### config.mk
export PLATFORM = sky130hd
export DESIGN_NAME = dpg_top
export DESIGN_NICKNAME = d
export VERILOG_FILES = /design/src/core/dpg_pkg.sv /design/src/core/dpg_top.sv /design/src/core/dpg_wave_out.sv
export SDC_FILE = /design/constraint.sdc
export NUM_CORES = 1
export LEC_CHECK = 0
export BUFFER_PORTS_ARGS = -buffer_cell sky130_fd_sc_hd__buf_2
export CORE_MARGIN = 2
export CORE_UTILIZATION = 48
export CTS_CLUSTER_DIAMETER = 150
export DETAILED_ROUTE_END_ITERATION = 12
export PLACE_DENSITY = 0.7
export SYNTH_ARGS = -nofsm -noshare
export SYNTH_HDL_FRONTEND = slang
export SYNTH_SLANG_ARGS = --single-unit
### constraint.sdc
create_clock -name clock_in -period 7.7 [get_ports clock_in]
set_input_delay 1.155 -clock clock_in [delete_from_list [all_inputs] [get_ports clock_in]]
set_output_delay 1.155 -clock clock_in [all_outputs]
set_load 0.02 [all_outputs]
### src/core/dpg_pkg.sv
// constants for the dual pulse generator with trigger start and capture
// assumes a 32-bit AXI4-Lite register slave and one system clock
package dpg_pkg;

   localparam int CW     = 10;
   localparam int ADDR_W = 6;
   localparam int NDATA  = 5;

   // register byte offsets
   localparam logic [ADDR_W-1:0] ADDR_CTRL = 6'h00;
   localparam logic [ADDR_W-1:0] ADDR_CAPR = 6'h18;
   localparam logic [ADDR_W-1:0] ADDR_CAPF = 6'h1C;
   localparam logic [ADDR_W-1:0] ADDR_STAT = 6'h20;
   // dead_time_one, width_one, period_value, dead_time_two, width_two
   localparam logic [ADDR_W-1:0] DATA_OFS [NDATA] = '{6'h04, 6'h08, 6'h0C, 6'h10, 6'h14};
   localparam int IDX_DT1 = 0;
   localparam int IDX_W1  = 1;
   localparam int IDX_PER = 2;
   localparam int IDX_DT2 = 3;
   localparam int IDX_W2  = 4;

   // control and status register fields
   localparam int CTRL_RUN      = 0;
   localparam int CTRL_STOP_LSB = 1;
   localparam int CTRL_SRC_LSB  = 3;
   localparam int CTRL_EDGE     = 5;
   localparam int CTRL_INI1     = 6;
   localparam int CTRL_INI2     = 7;
   localparam int CTRL_MODE_LSB = 8;
   localparam int STAT_COUNT    = 0;
   localparam int STAT_WAIT     = 1;
   localparam int STAT_PROT     = 2;
   localparam int STAT_CNT_LSB  = 16;

   localparam logic [CW-1:0] CTRL_RST = 10'h000;
   localparam logic [CW-1:0] DATA_RST = 10'h000;
   localparam logic [CW:0]   FULL_PER = 11'h400;

   localparam logic [1:0] MODE_INDEP = 2'h0;
   localparam logic [1:0] MODE_VAR   = 2'h2;
   localparam logic [1:0] MODE_HALF  = 2'h3;
   localparam logic [1:0] STOP_INIT  = 2'h0;
   localparam logic [1:0] STOP_HOLD  = 2'h1;
   localparam logic [1:0] STOP_END   = 2'h2;
   localparam logic [1:0] SRC_CAP    = 2'h0;
   localparam logic [1:0] SRC_BOTH   = 2'h1;
   localparam logic [1:0] SRC_TRIG   = 2'h2;
   localparam logic [1:0] RESP_OKAY  = 2'h0;
   localparam logic [1:0] RESP_SLVERR = 2'h2;

   typedef enum logic [2:0] {
      ST_IDLE  = 3'h1,
      ST_WAIT  = 3'h2,
      ST_COUNT = 3'h4
   } dpg_state_t;

endpackage

### src/core/dpg_top.sv
// dual pulse generator: 10-bit counter, trigger start/stop, edge capture
// assumes AXI4-Lite master, trigger pin synchronous to clock_in
//
// The register offsets and the AXI4-Lite register port were decided locally.
module dpg_top #(
   parameter int ADDR_W = dpg_pkg::ADDR_W
) (
   // clock and reset
   input  wire logic              clock_in,
   input  wire logic              rstn_in,
   // axi4-lite write channels
   input  wire logic [ADDR_W-1:0] s_axi_awaddr_in,
   input  wire logic              s_axi_awvalid_in,
   output logic                   s_axi_awready_out,
   input  wire logic [31:0]       s_axi_wdata_in,
   input  wire logic [3:0]        s_axi_wstrb_in,
   input  wire logic              s_axi_wvalid_in,
   output logic                   s_axi_wready_out,
   output logic [1:0]             s_axi_bresp_out,
   output logic                   s_axi_bvalid_out,
   input  wire logic              s_axi_bready_in,
   // axi4-lite read channels
   input  wire logic [ADDR_W-1:0] s_axi_araddr_in,
   input  wire logic              s_axi_arvalid_in,
   output logic                   s_axi_arready_out,
   output logic [31:0]            s_axi_rdata_out,
   output logic [1:0]             s_axi_rresp_out,
   output logic                   s_axi_rvalid_out,
   input  wire logic              s_axi_rready_in,
   // trigger pin
   input  wire logic              ext_trigger_in,
   // pulse outputs and events
   output logic                   pulse_out_one_out,
   output logic                   pulse_out_two_out,
   output logic                   period_match_irq_out,
   output logic                   trigger_start_irq_out
);

   localparam int CW = dpg_pkg::CW;

   ////////////////////////////////////////////////////////////////////////////
   // axi4-lite slave
   logic                aw_full_r, aw_full_nxt, w_full_r, w_full_nxt;
   logic [ADDR_W-1:0]   aw_addr_r;
   logic [31:0]         wdata_r;
   logic [3:0]          wstrb_r;
   logic                do_wr, wr_hit, rd_take, rd_hit, rvalid_nxt;
   logic [31:0]         rd_val;

   assign do_wr       = aw_full_r && w_full_r && !s_axi_bvalid_out;
   assign aw_full_nxt = (s_axi_awvalid_in && s_axi_awready_out) ? 1'b1 :
                        (do_wr ? 1'b0 : aw_full_r);
   assign w_full_nxt  = (s_axi_wvalid_in && s_axi_wready_out) ? 1'b1 :
                        (do_wr ? 1'b0 : w_full_r);
   assign rd_take     = s_axi_arvalid_in && s_axi_arready_out;
   assign rvalid_nxt  = rd_take ? 1'b1 : (s_axi_rready_in ? 1'b0 : s_axi_rvalid_out);

   always_ff @(posedge clock_in or negedge rstn_in) begin
      if (!rstn_in) begin
         aw_full_r         <= 1'b0;
         s_axi_awready_out <= 1'b0;
         aw_addr_r         <= '0;
      end else begin
         aw_full_r         <= aw_full_nxt;
         s_axi_awready_out <= !aw_full_nxt;
         if (s_axi_awvalid_in && s_axi_awready_out) begin
            aw_addr_r <= s_axi_awaddr_in;
         end
      end
   end

   always_ff @(posedge clock_in or negedge rstn_in) begin
      if (!rstn_in) begin
         w_full_r         <= 1'b0;
         s_axi_wready_out <= 1'b0;
         wdata_r          <= 32'h0000_0000;
         wstrb_r          <= 4'h0;
      end else begin
         w_full_r         <= w_full_nxt;
         s_axi_wready_out <= !w_full_nxt;
         if (s_axi_wvalid_in && s_axi_wready_out) begin
            wdata_r <= s_axi_wdata_in;
            wstrb_r <= s_axi_wstrb_in;
         end
      end
   end

   always_ff @(posedge clock_in or negedge rstn_in) begin
      if (!rstn_in) begin
         s_axi_bvalid_out <= 1'b0;
         s_axi_bresp_out  <= dpg_pkg::RESP_OKAY;
      end else if (do_wr) begin
         s_axi_bvalid_out <= 1'b1;
         s_axi_bresp_out  <= wr_hit ? dpg_pkg::RESP_OKAY : dpg_pkg::RESP_SLVERR;
      end else if (s_axi_bready_in) begin
         s_axi_bvalid_out <= 1'b0;
      end
   end

   always_ff @(posedge clock_in or negedge rstn_in) begin
      if (!rstn_in) begin
         s_axi_rvalid_out  <= 1'b0;
         s_axi_arready_out <= 1'b0;
         s_axi_rdata_out   <= 32'h0000_0000;
         s_axi_rresp_out   <= dpg_pkg::RESP_OKAY;
      end else begin
         s_axi_rvalid_out  <= rvalid_nxt;
         s_axi_arready_out <= !rvalid_nxt;
         if (rd_take) begin
            s_axi_rdata_out <= rd_hit ? rd_val : 32'h0000_0000;
            s_axi_rresp_out <= rd_hit ? dpg_pkg::RESP_OKAY : dpg_pkg::RESP_SLVERR;
         end
      end
   end

   // byte-lane merge into a 10-bit register
   function automatic logic [CW-1:0] merge10(input logic [CW-1:0] old,
                                             input logic [31:0]   d,
                                             input logic [3:0]    s);
      logic [CW-1:0] m;
      m = old;
      if (s[0]) m[7:0] = d[7:0];
      if (s[1]) m[CW-1:8] = d[CW-1:8];
      return m;
   endfunction

   ////////////////////////////////////////////////////////////////////////////
   // registers
   logic [CW-1:0]       ctrl_r;
   logic [CW-1:0]       dreg_r [dpg_pkg::NDATA];
   logic [dpg_pkg::NDATA-1:0] data_wr;
   logic                ctrl_wr, per_hi_wr;
   logic [CW-1:0]       ctrl_new;
   logic [1:0]          src_new, stop_new;

   assign ctrl_wr   = do_wr && (aw_addr_r == dpg_pkg::ADDR_CTRL);
   assign per_hi_wr = data_wr[dpg_pkg::IDX_PER] && wstrb_r[1];
   // source and stop fields written together with the run bit take effect at once
   assign ctrl_new  = merge10(ctrl_r, wdata_r, wstrb_r);
   assign src_new   = ctrl_new[dpg_pkg::CTRL_SRC_LSB +: 2];
   assign stop_new  = ctrl_new[dpg_pkg::CTRL_STOP_LSB +: 2];

   always_ff @(posedge clock_in or negedge rstn_in) begin
      if (!rstn_in) begin
         ctrl_r <= dpg_pkg::CTRL_RST;
      end else if (ctrl_wr) begin
         ctrl_r <= ctrl_new;
      end
   end

   genvar gi;
   generate
      for (gi = 0; gi < dpg_pkg::NDATA; gi++) begin : g_data
         assign data_wr[gi] = do_wr && (aw_addr_r == dpg_pkg::DATA_OFS[gi]);
         always_ff @(posedge clock_in or negedge rstn_in) begin
            if (!rstn_in) begin
               dreg_r[gi] <= dpg_pkg::DATA_RST;
            end else if (data_wr[gi]) begin
               dreg_r[gi] <= merge10(dreg_r[gi], wdata_r, wstrb_r);
            end
         end
      end
   endgenerate

   always_comb begin
      wr_hit = ctrl_wr || (|data_wr) || (aw_addr_r == dpg_pkg::ADDR_STAT) ||
               (aw_addr_r == dpg_pkg::ADDR_CAPR) || (aw_addr_r == dpg_pkg::ADDR_CAPF);
   end

   logic       run_r, edge_sel, ini1, ini2;
   logic [1:0] stop_sel, src_sel, mode_sel;
   logic       trig_mode;

   assign run_r     = ctrl_r[dpg_pkg::CTRL_RUN];
   assign stop_sel  = ctrl_r[dpg_pkg::CTRL_STOP_LSB +: 2];
   assign src_sel   = ctrl_r[dpg_pkg::CTRL_SRC_LSB +: 2];
   assign edge_sel  = ctrl_r[dpg_pkg::CTRL_EDGE];
   assign ini1      = ctrl_r[dpg_pkg::CTRL_INI1];
   assign ini2      = ctrl_r[dpg_pkg::CTRL_INI2];
   assign mode_sel  = ctrl_r[dpg_pkg::CTRL_MODE_LSB +: 2];
   assign trig_mode = (src_sel == dpg_pkg::SRC_BOTH) || (src_sel == dpg_pkg::SRC_TRIG);

   ////////////////////////////////////////////////////////////////////////////
   // trigger pin
   logic pin_d_r, rise, fall, start_edge, stop_lvl;

   always_ff @(posedge clock_in or negedge rstn_in) begin
      if (!rstn_in) begin
         pin_d_r <= 1'b0;
      end else begin
         pin_d_r <= ext_trigger_in;
      end
   end

   assign rise       = ext_trigger_in && !pin_d_r;
   assign fall       = !ext_trigger_in && pin_d_r;
   assign start_edge = edge_sel ? rise : fall;
   assign stop_lvl   = ext_trigger_in ^ edge_sel;

   ////////////////////////////////////////////////////////////////////////////
   // counter and sequencing
   dpg_pkg::dpg_state_t st_r, st_nxt;
   logic [CW-1:0] cnt_r, cnt_nxt;
   logic [CW:0]   per_c_r;
   logic          stop_pend_r, stop_pend_nxt;
   logic          pend, load_init, per_evt, trg_evt, cnt_zero;
   logic          cmd_start, cmd_stop, start_ok, stop_ok, one_time;

   assign cmd_start = ctrl_wr && wstrb_r[0] && wdata_r[dpg_pkg::CTRL_RUN];
   assign cmd_stop  = ctrl_wr && wstrb_r[0] && !wdata_r[dpg_pkg::CTRL_RUN] && run_r;
   assign start_ok  = run_r && trig_mode && !stop_pend_r;
   assign stop_ok   = (run_r || stop_pend_r) && trig_mode;
   assign one_time  = (stop_sel == dpg_pkg::STOP_END) || stop_pend_r;
   assign pend      = (st_r == dpg_pkg::ST_COUNT) && ({1'b0, cnt_r} == per_c_r - 11'h001);

   always_comb begin
      st_nxt        = st_r;
      cnt_nxt       = cnt_r;
      stop_pend_nxt = stop_pend_r;
      load_init     = 1'b0;
      per_evt       = 1'b0;
      trg_evt       = 1'b0;
      cnt_zero      = 1'b0;
      case (st_r)
         dpg_pkg::ST_IDLE: begin
         end
         dpg_pkg::ST_WAIT: begin
            if (start_ok && start_edge) begin
               st_nxt    = dpg_pkg::ST_COUNT;
               cnt_nxt   = '0;
               cnt_zero  = 1'b1;
               load_init = 1'b1;
               trg_evt   = 1'b1;
            end
         end
         dpg_pkg::ST_COUNT: begin
            if (pend) begin
               per_evt  = 1'b1;
               cnt_nxt  = '0;
               cnt_zero = 1'b1;
               if (one_time) begin
                  load_init     = 1'b1;
                  stop_pend_nxt = 1'b0;
                  st_nxt = (trig_mode && !stop_pend_r) ? dpg_pkg::ST_WAIT : dpg_pkg::ST_IDLE;
               end
            end else begin
               cnt_nxt = cnt_r + 10'h001;
            end
         end
         default: st_nxt = dpg_pkg::ST_IDLE;
      endcase
      if (stop_ok && stop_lvl && (st_r != dpg_pkg::ST_IDLE)) begin
         st_nxt        = stop_pend_r ? dpg_pkg::ST_IDLE : dpg_pkg::ST_WAIT;
         stop_pend_nxt = 1'b0;
         cnt_nxt       = '0;
         cnt_zero      = 1'b1;
         load_init     = 1'b1;
         trg_evt       = 1'b0;
         per_evt       = 1'b0;
      end
      if (cmd_stop) begin
         case (stop_new)
            dpg_pkg::STOP_INIT: begin
               st_nxt    = dpg_pkg::ST_IDLE;
               cnt_nxt   = '0;
               load_init = 1'b1;
            end
            dpg_pkg::STOP_HOLD: begin
               st_nxt    = dpg_pkg::ST_IDLE;
               cnt_nxt   = '0;
               load_init = 1'b0;
            end
            default: begin
               if (st_r == dpg_pkg::ST_COUNT && !pend) begin
                  stop_pend_nxt = 1'b1;
               end else begin
                  st_nxt    = dpg_pkg::ST_IDLE;
                  load_init = 1'b1;
               end
            end
         endcase
      end
      if (cmd_start) begin
         stop_pend_nxt = 1'b0;
         cnt_nxt       = '0;
         cnt_zero      = 1'b1;
         per_evt       = 1'b0;
         trg_evt       = 1'b0;
         if (src_new == dpg_pkg::SRC_TRIG) begin
            st_nxt    = dpg_pkg::ST_WAIT;
            load_init = 1'b0;
         end else if (src_new == dpg_pkg::SRC_BOTH && stop_lvl) begin
            st_nxt    = dpg_pkg::ST_WAIT;
            load_init = 1'b1;
         end else begin
            st_nxt    = dpg_pkg::ST_COUNT;
            load_init = 1'b1;
         end
      end
   end

   always_ff @(posedge clock_in or negedge rstn_in) begin
      if (!rstn_in) begin
         st_r        <= dpg_pkg::ST_IDLE;
         cnt_r       <= '0;
         stop_pend_r <= 1'b0;
      end else begin
         st_r        <= st_nxt;
         cnt_r       <= cnt_nxt;
         stop_pend_r <= stop_pend_nxt;
      end
   end

   always_ff @(posedge clock_in or negedge rstn_in) begin
      if (!rstn_in) begin
         period_match_irq_out  <= 1'b0;
         trigger_start_irq_out <= 1'b0;
      end else begin
         period_match_irq_out  <= per_evt;
         trigger_start_irq_out <= trg_evt;
      end
   end

   ////////////////////////////////////////////////////////////////////////////
   // compare stage, loaded at period match, start or trigger stop after a write to the period high byte
   logic          xfer_pend_r;
   logic [CW:0]   per_x, w1_x, w2_x, half_x;
   logic [CW:0]   on_nxt [2];
   logic [CW:0]   off_nxt [2];
   logic [CW:0]   on_r [2];
   logic [CW:0]   off_r [2];

   always_comb begin
      per_x  = (dreg_r[dpg_pkg::IDX_PER] == '0) ? dpg_pkg::FULL_PER
                                                 : {1'b0, dreg_r[dpg_pkg::IDX_PER]};
      w1_x   = (dreg_r[dpg_pkg::IDX_W1] == '0) ? dpg_pkg::FULL_PER : {1'b0, dreg_r[dpg_pkg::IDX_W1]};
      w2_x   = (dreg_r[dpg_pkg::IDX_W2] == '0) ? dpg_pkg::FULL_PER : {1'b0, dreg_r[dpg_pkg::IDX_W2]};
      half_x = per_x >> 1;
      case (mode_sel)
         dpg_pkg::MODE_INDEP: begin
            on_nxt[0]  = {1'b0, dreg_r[dpg_pkg::IDX_DT1]};
            off_nxt[0] = w1_x;
            on_nxt[1]  = {1'b0, dreg_r[dpg_pkg::IDX_DT2]};
            off_nxt[1] = w2_x;
         end
         dpg_pkg::MODE_VAR: begin
            on_nxt[0]  = {1'b0, dreg_r[dpg_pkg::IDX_DT1]};
            off_nxt[0] = w1_x;
            on_nxt[1]  = w1_x + {1'b0, dreg_r[dpg_pkg::IDX_DT1]};
            off_nxt[1] = per_x;
         end
         dpg_pkg::MODE_HALF: begin
            on_nxt[0]  = {1'b0, dreg_r[dpg_pkg::IDX_DT1]};
            off_nxt[0] = half_x;
            on_nxt[1]  = half_x + {1'b0, dreg_r[dpg_pkg::IDX_DT1]};
            off_nxt[1] = per_x;
         end
         default: begin
            on_nxt[0]  = '0;
            off_nxt[0] = '0;
            on_nxt[1]  = '0;
            off_nxt[1] = '0;
         end
      endcase
   end

   always_ff @(posedge clock_in or negedge rstn_in) begin
      if (!rstn_in) begin
         xfer_pend_r <= 1'b0;
         per_c_r     <= dpg_pkg::FULL_PER;
         on_r[0]     <= '0;
         on_r[1]     <= '0;
         off_r[0]    <= '0;
         off_r[1]    <= '0;
      end else begin
         if (xfer_pend_r && cnt_zero) begin
            per_c_r  <= per_x;
            on_r[0]  <= on_nxt[0];
            on_r[1]  <= on_nxt[1];
            off_r[0] <= off_nxt[0];
            off_r[1] <= off_nxt[1];
         end
         if (per_hi_wr) begin
            xfer_pend_r <= 1'b1;
         end else if (cnt_zero) begin
            xfer_pend_r <= 1'b0;
         end
      end
   end

   dpg_wave_out #(.CW(CW)) u_out_one (
      .clock_in      (clock_in),
      .rstn_in       (rstn_in),
      .cnt_in        (cnt_r),
      .on_at_in      (on_r[0]),
      .off_at_in     (off_r[0]),
      .init_level_in (ini1),
      .load_init_in  (load_init),
      .run_in        (st_r == dpg_pkg::ST_COUNT),
      .pin_out       (pulse_out_one_out)
   );

   dpg_wave_out #(.CW(CW)) u_out_two (
      .clock_in      (clock_in),
      .rstn_in       (rstn_in),
      .cnt_in        (cnt_r),
      .on_at_in      (on_r[1]),
      .off_at_in     (off_r[1]),
      .init_level_in (ini2),
      .load_init_in  (load_init),
      .run_in        (st_r == dpg_pkg::ST_COUNT),
      .pin_out       (pulse_out_two_out)
   );

   ////////////////////////////////////////////////////////////////////////////
   // capture buffer and protected capture registers
   logic [CW-1:0] buf_rise_r, buf_fall_r, rise_capture_r, fall_capture_r;
   logic          prot_r, cap_on;

   assign cap_on = run_r && (src_sel == dpg_pkg::SRC_CAP) && (st_r == dpg_pkg::ST_COUNT);

   always_ff @(posedge clock_in or negedge rstn_in) begin
      if (!rstn_in) begin
         buf_rise_r     <= '0;
         buf_fall_r     <= '0;
         rise_capture_r <= '0;
         fall_capture_r <= '0;
      end else begin
         if (cap_on && rise) buf_rise_r <= cnt_r;
         if (cap_on && fall) buf_fall_r <= cnt_r;
         if (cap_on && per_evt && !prot_r) begin
            // an edge on the last count still belongs to this period
            rise_capture_r <= rise ? cnt_r : buf_rise_r;
            fall_capture_r <= fall ? cnt_r : buf_fall_r;
         end
      end
   end

   always_ff @(posedge clock_in or negedge rstn_in) begin
      if (!rstn_in) begin
         prot_r <= 1'b0;
      end else if (rd_take && s_axi_araddr_in == dpg_pkg::ADDR_CAPR) begin
         prot_r <= 1'b1;
      end else if (rd_take && s_axi_araddr_in == dpg_pkg::ADDR_CAPF) begin
         prot_r <= 1'b0;
      end
   end

   ////////////////////////////////////////////////////////////////////////////
   // read mux
   always_comb begin
      rd_val = 32'h0000_0000;
      rd_hit = 1'b1;
      case (s_axi_araddr_in)
         dpg_pkg::ADDR_CTRL: rd_val[CW-1:0] = ctrl_r;
         dpg_pkg::ADDR_CAPR: rd_val[CW-1:0] = rise_capture_r;
         dpg_pkg::ADDR_CAPF: rd_val[CW-1:0] = fall_capture_r;
         dpg_pkg::ADDR_STAT: begin
            rd_val[dpg_pkg::STAT_COUNT] = (st_r == dpg_pkg::ST_COUNT);
            rd_val[dpg_pkg::STAT_WAIT]  = (st_r == dpg_pkg::ST_WAIT);
            rd_val[dpg_pkg::STAT_PROT]  = prot_r;
            rd_val[dpg_pkg::STAT_CNT_LSB +: CW] = cnt_r;
         end
         default: begin
            rd_hit = 1'b0;
            for (int i = 0; i < dpg_pkg::NDATA; i++) begin
               if (s_axi_araddr_in == dpg_pkg::DATA_OFS[i]) begin
                  rd_val[CW-1:0] = dreg_r[i];
                  rd_hit         = 1'b1;
               end
            end
         end
      endcase
   end

endmodule

### src/core/dpg_wave_out.sv
// one pulse output: level follows the counter window or the initial level
// assumes bounds are stable while counting; window is on_at <= cnt < off_at
module dpg_wave_out #(
   parameter int CW = 10
) (
   // clock and reset
   input  wire logic          clock_in,
   input  wire logic          rstn_in,
   // control
   input  wire logic [CW-1:0] cnt_in,
   input  wire logic [CW:0]   on_at_in,
   input  wire logic [CW:0]   off_at_in,
   input  wire logic          init_level_in,
   input  wire logic          load_init_in,
   input  wire logic          run_in,
   // pin
   output logic               pin_out
);

   logic active;

   assign active = ({1'b0, cnt_in} >= on_at_in) && ({1'b0, cnt_in} < off_at_in);

   always_ff @(posedge clock_in or negedge rstn_in) begin
      if (!rstn_in) begin
         pin_out <= 1'b0;
      end else if (load_init_in) begin
         pin_out <= init_level_in;
      end else if (run_in) begin
         pin_out <= init_level_in ^ active;
      end
   end

endmodule

==> impl_results.md <==
- Sw Ratio: between 30 and 40%
- CTS Buf Count: 24
- DP Area: 12400 sq um
- Clock Latency Late Sink: around 0.52 ns
- CP Buf/Inv Count: 2
- Initial Util: between 40% and 50%
- Commonest non-fill, non-tap cells in the layout: dfrtp_1, nand2_1, mux2_2, a21oi_1, nor2_1
- Syn Inst Count: about 1200
- Peak VDD IR: just over 0.0002 V
- Outcome: finished clean
- Worst r2r path cells: 11
- Sequential share of power: between 40 and 50%
- Synth warn: 0
- Diodes inserted: 0
- Routed vias/inst: between 5 and 6
- Final RePlAce weighted congestion: between 0.9 and 1
- GRT overflow: 0
- Cell depth of the worst setup path: 11
- Worst Path Required: slightly above 8 ns
- Cell area after layout: around 13000 sq um
- Setup violations, final: 0
- CP arrival: between 4 and 5 ns
- Filler cell count: 2108
- Cells along the critical path: inv_1 -> ha_1 -> nand2b_1 -> or4_1 -> a211oi_1 -> nand4_1 -> nor2_1 -> and3_1 -> buf_4 -> nor2_1 -> a21oi_1
- Critical path's top delay family: simple AND/OR/NAND/NOR gates
- DR iter-0 viols: slightly below 700
- Routed WL: 30600 um
- IO Port Bufs: 62
- Internal Power: around 0.0025 W
- Largest net degree at the start of global routing: 100
- Post-cts resize count: 0
- Core area: between 20000 and 25000 sq um
- Synth Register Bits: approximately 220
- Pre-CTS setup slack: 3.76 ns
- Startpoint Class: register
- Post-synth ARST share: between 90% and 100%
- Post-CTS Hold Buffers: 0
- Synth top area share: between 40% and 50%
- Clock Pin Slew Worst Setup and Hold Paths: roughly 0.070 ns
- CTS root buf: clkbuf_16
- Max Root-Sink Buffers: 3
- WL per Instance: approximately 20 um
- Hold Crit Depth: 2
- Min Hold Slack: slightly below 0.5 ns
- First-pass GRT wire length: 49200 um
- FMAX: roughly 260 MHz
- Combinational share of power: 22.0%
- DRC violations left: 0
- Crit. End Element: register
- Max Slew Vio Count: 0
- Synth Cell Area: around 12000 sq um
- Worst Tran Pin Value: ~1.2 ns
- Leak pwr: approximately 6.5 nW
- Clk pwr share: between 30% and 40%
- Setup ws final: 3.81 ns
- HP Class: register to register
- Overall routing resource usage: between 20% and 30%
- Nets: between 1000 and 1500
- Area growth syn-to-layout: 11.7%
- Clock sink total: ~220
- DRT antenna net count: 0
- Height of the chip: between 150 and 200 um
- Top cell type by total area after synthesis: dfrtp_1
- Final TNS setup: 0 ns
- Slowest CP cell: nor2_1
- Crit share post-route: 50.5%
- Die Wd: around 160 um
- CP dominant cell by count: nor2_1
- Crit path kind: register to register
- Detailed Place HPWL: ~22000 um
- Worst Clk Skew: ~0.013 ns
- Yosys cell types: between 70 and 80
- Max-cap violations: 0
- Worst slew margin: a little under a fifth
- Mean Syn Cell Area: about 10 sq um
- Max incr delay on CP: between 0.8 and 0.9 ns
- CTS tree: built
- Most common cell after layout, fill and taps aside: dfrtp_1
- Post-synthesis sequential area ratio: a little under half
- IO Count: a little over 100
- DR vias: 9115
- # rows: 57
- Post-synth EDFFs: 0
- Initial DRT Pass Iterations: 7
- Largest cells by area after synthesis: dfrtp_1, mux2_2, ha_1
- Htree depth: 1
- Layout cell share with drive strength beyond 1: 18.5%
- Worst-path fanout max: 40
- Vias in the first global route: roughly 8900
- Primary FF master, synth: dfrtp_1
- Buffer count from post-CTS setup fixing: 0
- Hold Vio Cnt, Final: 0
- Tmin final: between 3 and 4 ns
- DIE AREA: around 26000 sq um
- RSZ-0062 raised after global routing: false
- Power Dens Cells: around 280 nW/um^2
- Switch Pwr: 0.00125 W
- Initial antenna violation count: 0
logic make-up (layout without fill, tap and decap cells):
group           Yosys count  after routing  synth area share, %
simple gates            302            302                 12.2
flops                   222            222                 46.9
xor+xnor                 22             22                 1.63
fa+ha+maj                52             52                 5.55
buf+inv                 134            177                 4.85
compound gates          285            285                 16.1
other cells               1             14               0.0316
mux                     138            138                 12.8
sequential cells by signal, summed over array words and instances (netlist names), 2 cells and up:
name             flops
s_axi_rdata_out     20
ctrl_r              10
cnt_r               10
wdata_r             10
off_r               22
dreg_r              50
st_r                 3
aw_addr_r            6
per_c_r             11
rise_capture_r      10
fall_capture_r      10
wstrb_r              2
buf_rise_r          10
on_r                21
buf_fall_r          10
area by class of cell:
class	instances	area, sq um	area share [%]
multi-input cells	813	5780	43.6
flip-flops and latches	222	5560	42.0
clock buffers	34	719	5.43
well taps	324	405	3.06
repair buffers	73	403	3.04
inverters	61	229	1.73
clock inverters	9	151	1.14
per-layer routing:
metal	routed length [um]	vias to the layer above	GRT usage, %
li1	-	4247	-
met1	13700	4469	33.9
met2	13700	343	37.5
met3	1980	56	3.34
met4	1150	0	9.01
met5	0	-	0
worst min-delay path, delay by kind of cell, from the launching register on:
kind / cells / cell delay, ns
DFF: 1 / 0.34
AOI/OAI and AO/OA: 1 / 0.06
and+or+nand+nor: 1 / 0.05
per-stage QoR:
stage | power, W | util, % | std cells
6_report | 0.00377 | 54.5 | 1536
5_1_grt | 0.00395 | 54.5 | 1536
4_1_cts | 0.00377 | 54.5 | 1536
3_5_place_dp | 0.00252 | 50.9 | 1493
3_3_place_gp | 0.00248 | 50.9 | 1493
2_1_floorplan | 0.00217 | - | 1169
power by group through the flow:
stage / clock network (W) / registers, W / logic, W
final: 0.00125 / 0.00169 / 0.000828
after floorplan: 0 / 0.00158 / 0.000599
after global placement: 0 / 0.00169 / 0.000796
after CTS: 0.00127 / 0.00168 / 0.000827
after detailed placement: 0 / 0.00170 / 0.000821
after global routing: 0.00133 / 0.00171 / 0.000917
worst paths after layout:
| path | startpoint | endpoint | slack [ns] |
|---|---|---|---|
| setup / recovery | per_c_r[0] | fall_capture_r[6] | 3.81 |
| hold / removal | off_r[12] | off_r[12] | 0.48 |
| setup reg to reg | per_c_r[0] | fall_capture_r[6] | 3.81 |
| hold reg to reg | off_r[12] | off_r[12] | 0.48 |
| max in group asynchronous | rstn_in | dreg_r[48] | 5.66 |
| min in group asynchronous | rstn_in | s_axi_rdata_out[5] | 0.66 |
cell usage after synthesis (4+ instances only):
| library cell | n |
|---|---|
| dfrtp_1 | 220 |
| nand2_1 | 115 |
| mux2_2 | 96 |
| a21oi_1 | 80 |
| nor2_1 | 62 |
| inv_1 | 61 |
| ha_1 | 51 |
| clkbuf_1 | 46 |
| o21ai_0 | 45 |
| mux2i_1 | 31 |
| o21ai_1 | 29 |
| a21o_1 | 18 |
| a221oi_1 | 18 |
| and3_1 | 17 |
| buf_4 | 17 |
| nor3_1 | 17 |
| nand3_1 | 14 |
| nand2b_1 | 13 |
| xnor2_1 | 12 |
| mux2_1 | 11 |
| nor4_1 | 11 |
| a32o_1 | 10 |
| o211ai_1 | 10 |
| or3_1 | 10 |
| xor2_1 | 10 |
| a22oi_1 | 8 |
| a311oi_1 | 8 |
| a221o_1 | 7 |
| a222oi_1 | 7 |
| nand4_1 | 7 |
| buf_2 | 6 |
| nor2b_1 | 6 |
| nor3b_1 | 6 |
| or4_1 | 6 |
| o21a_1 | 5 |
| or2_2 | 5 |
| o2111ai_1 | 4 |
| o31ai_1 | 4 |
Power figures use the tool's default switching activity.
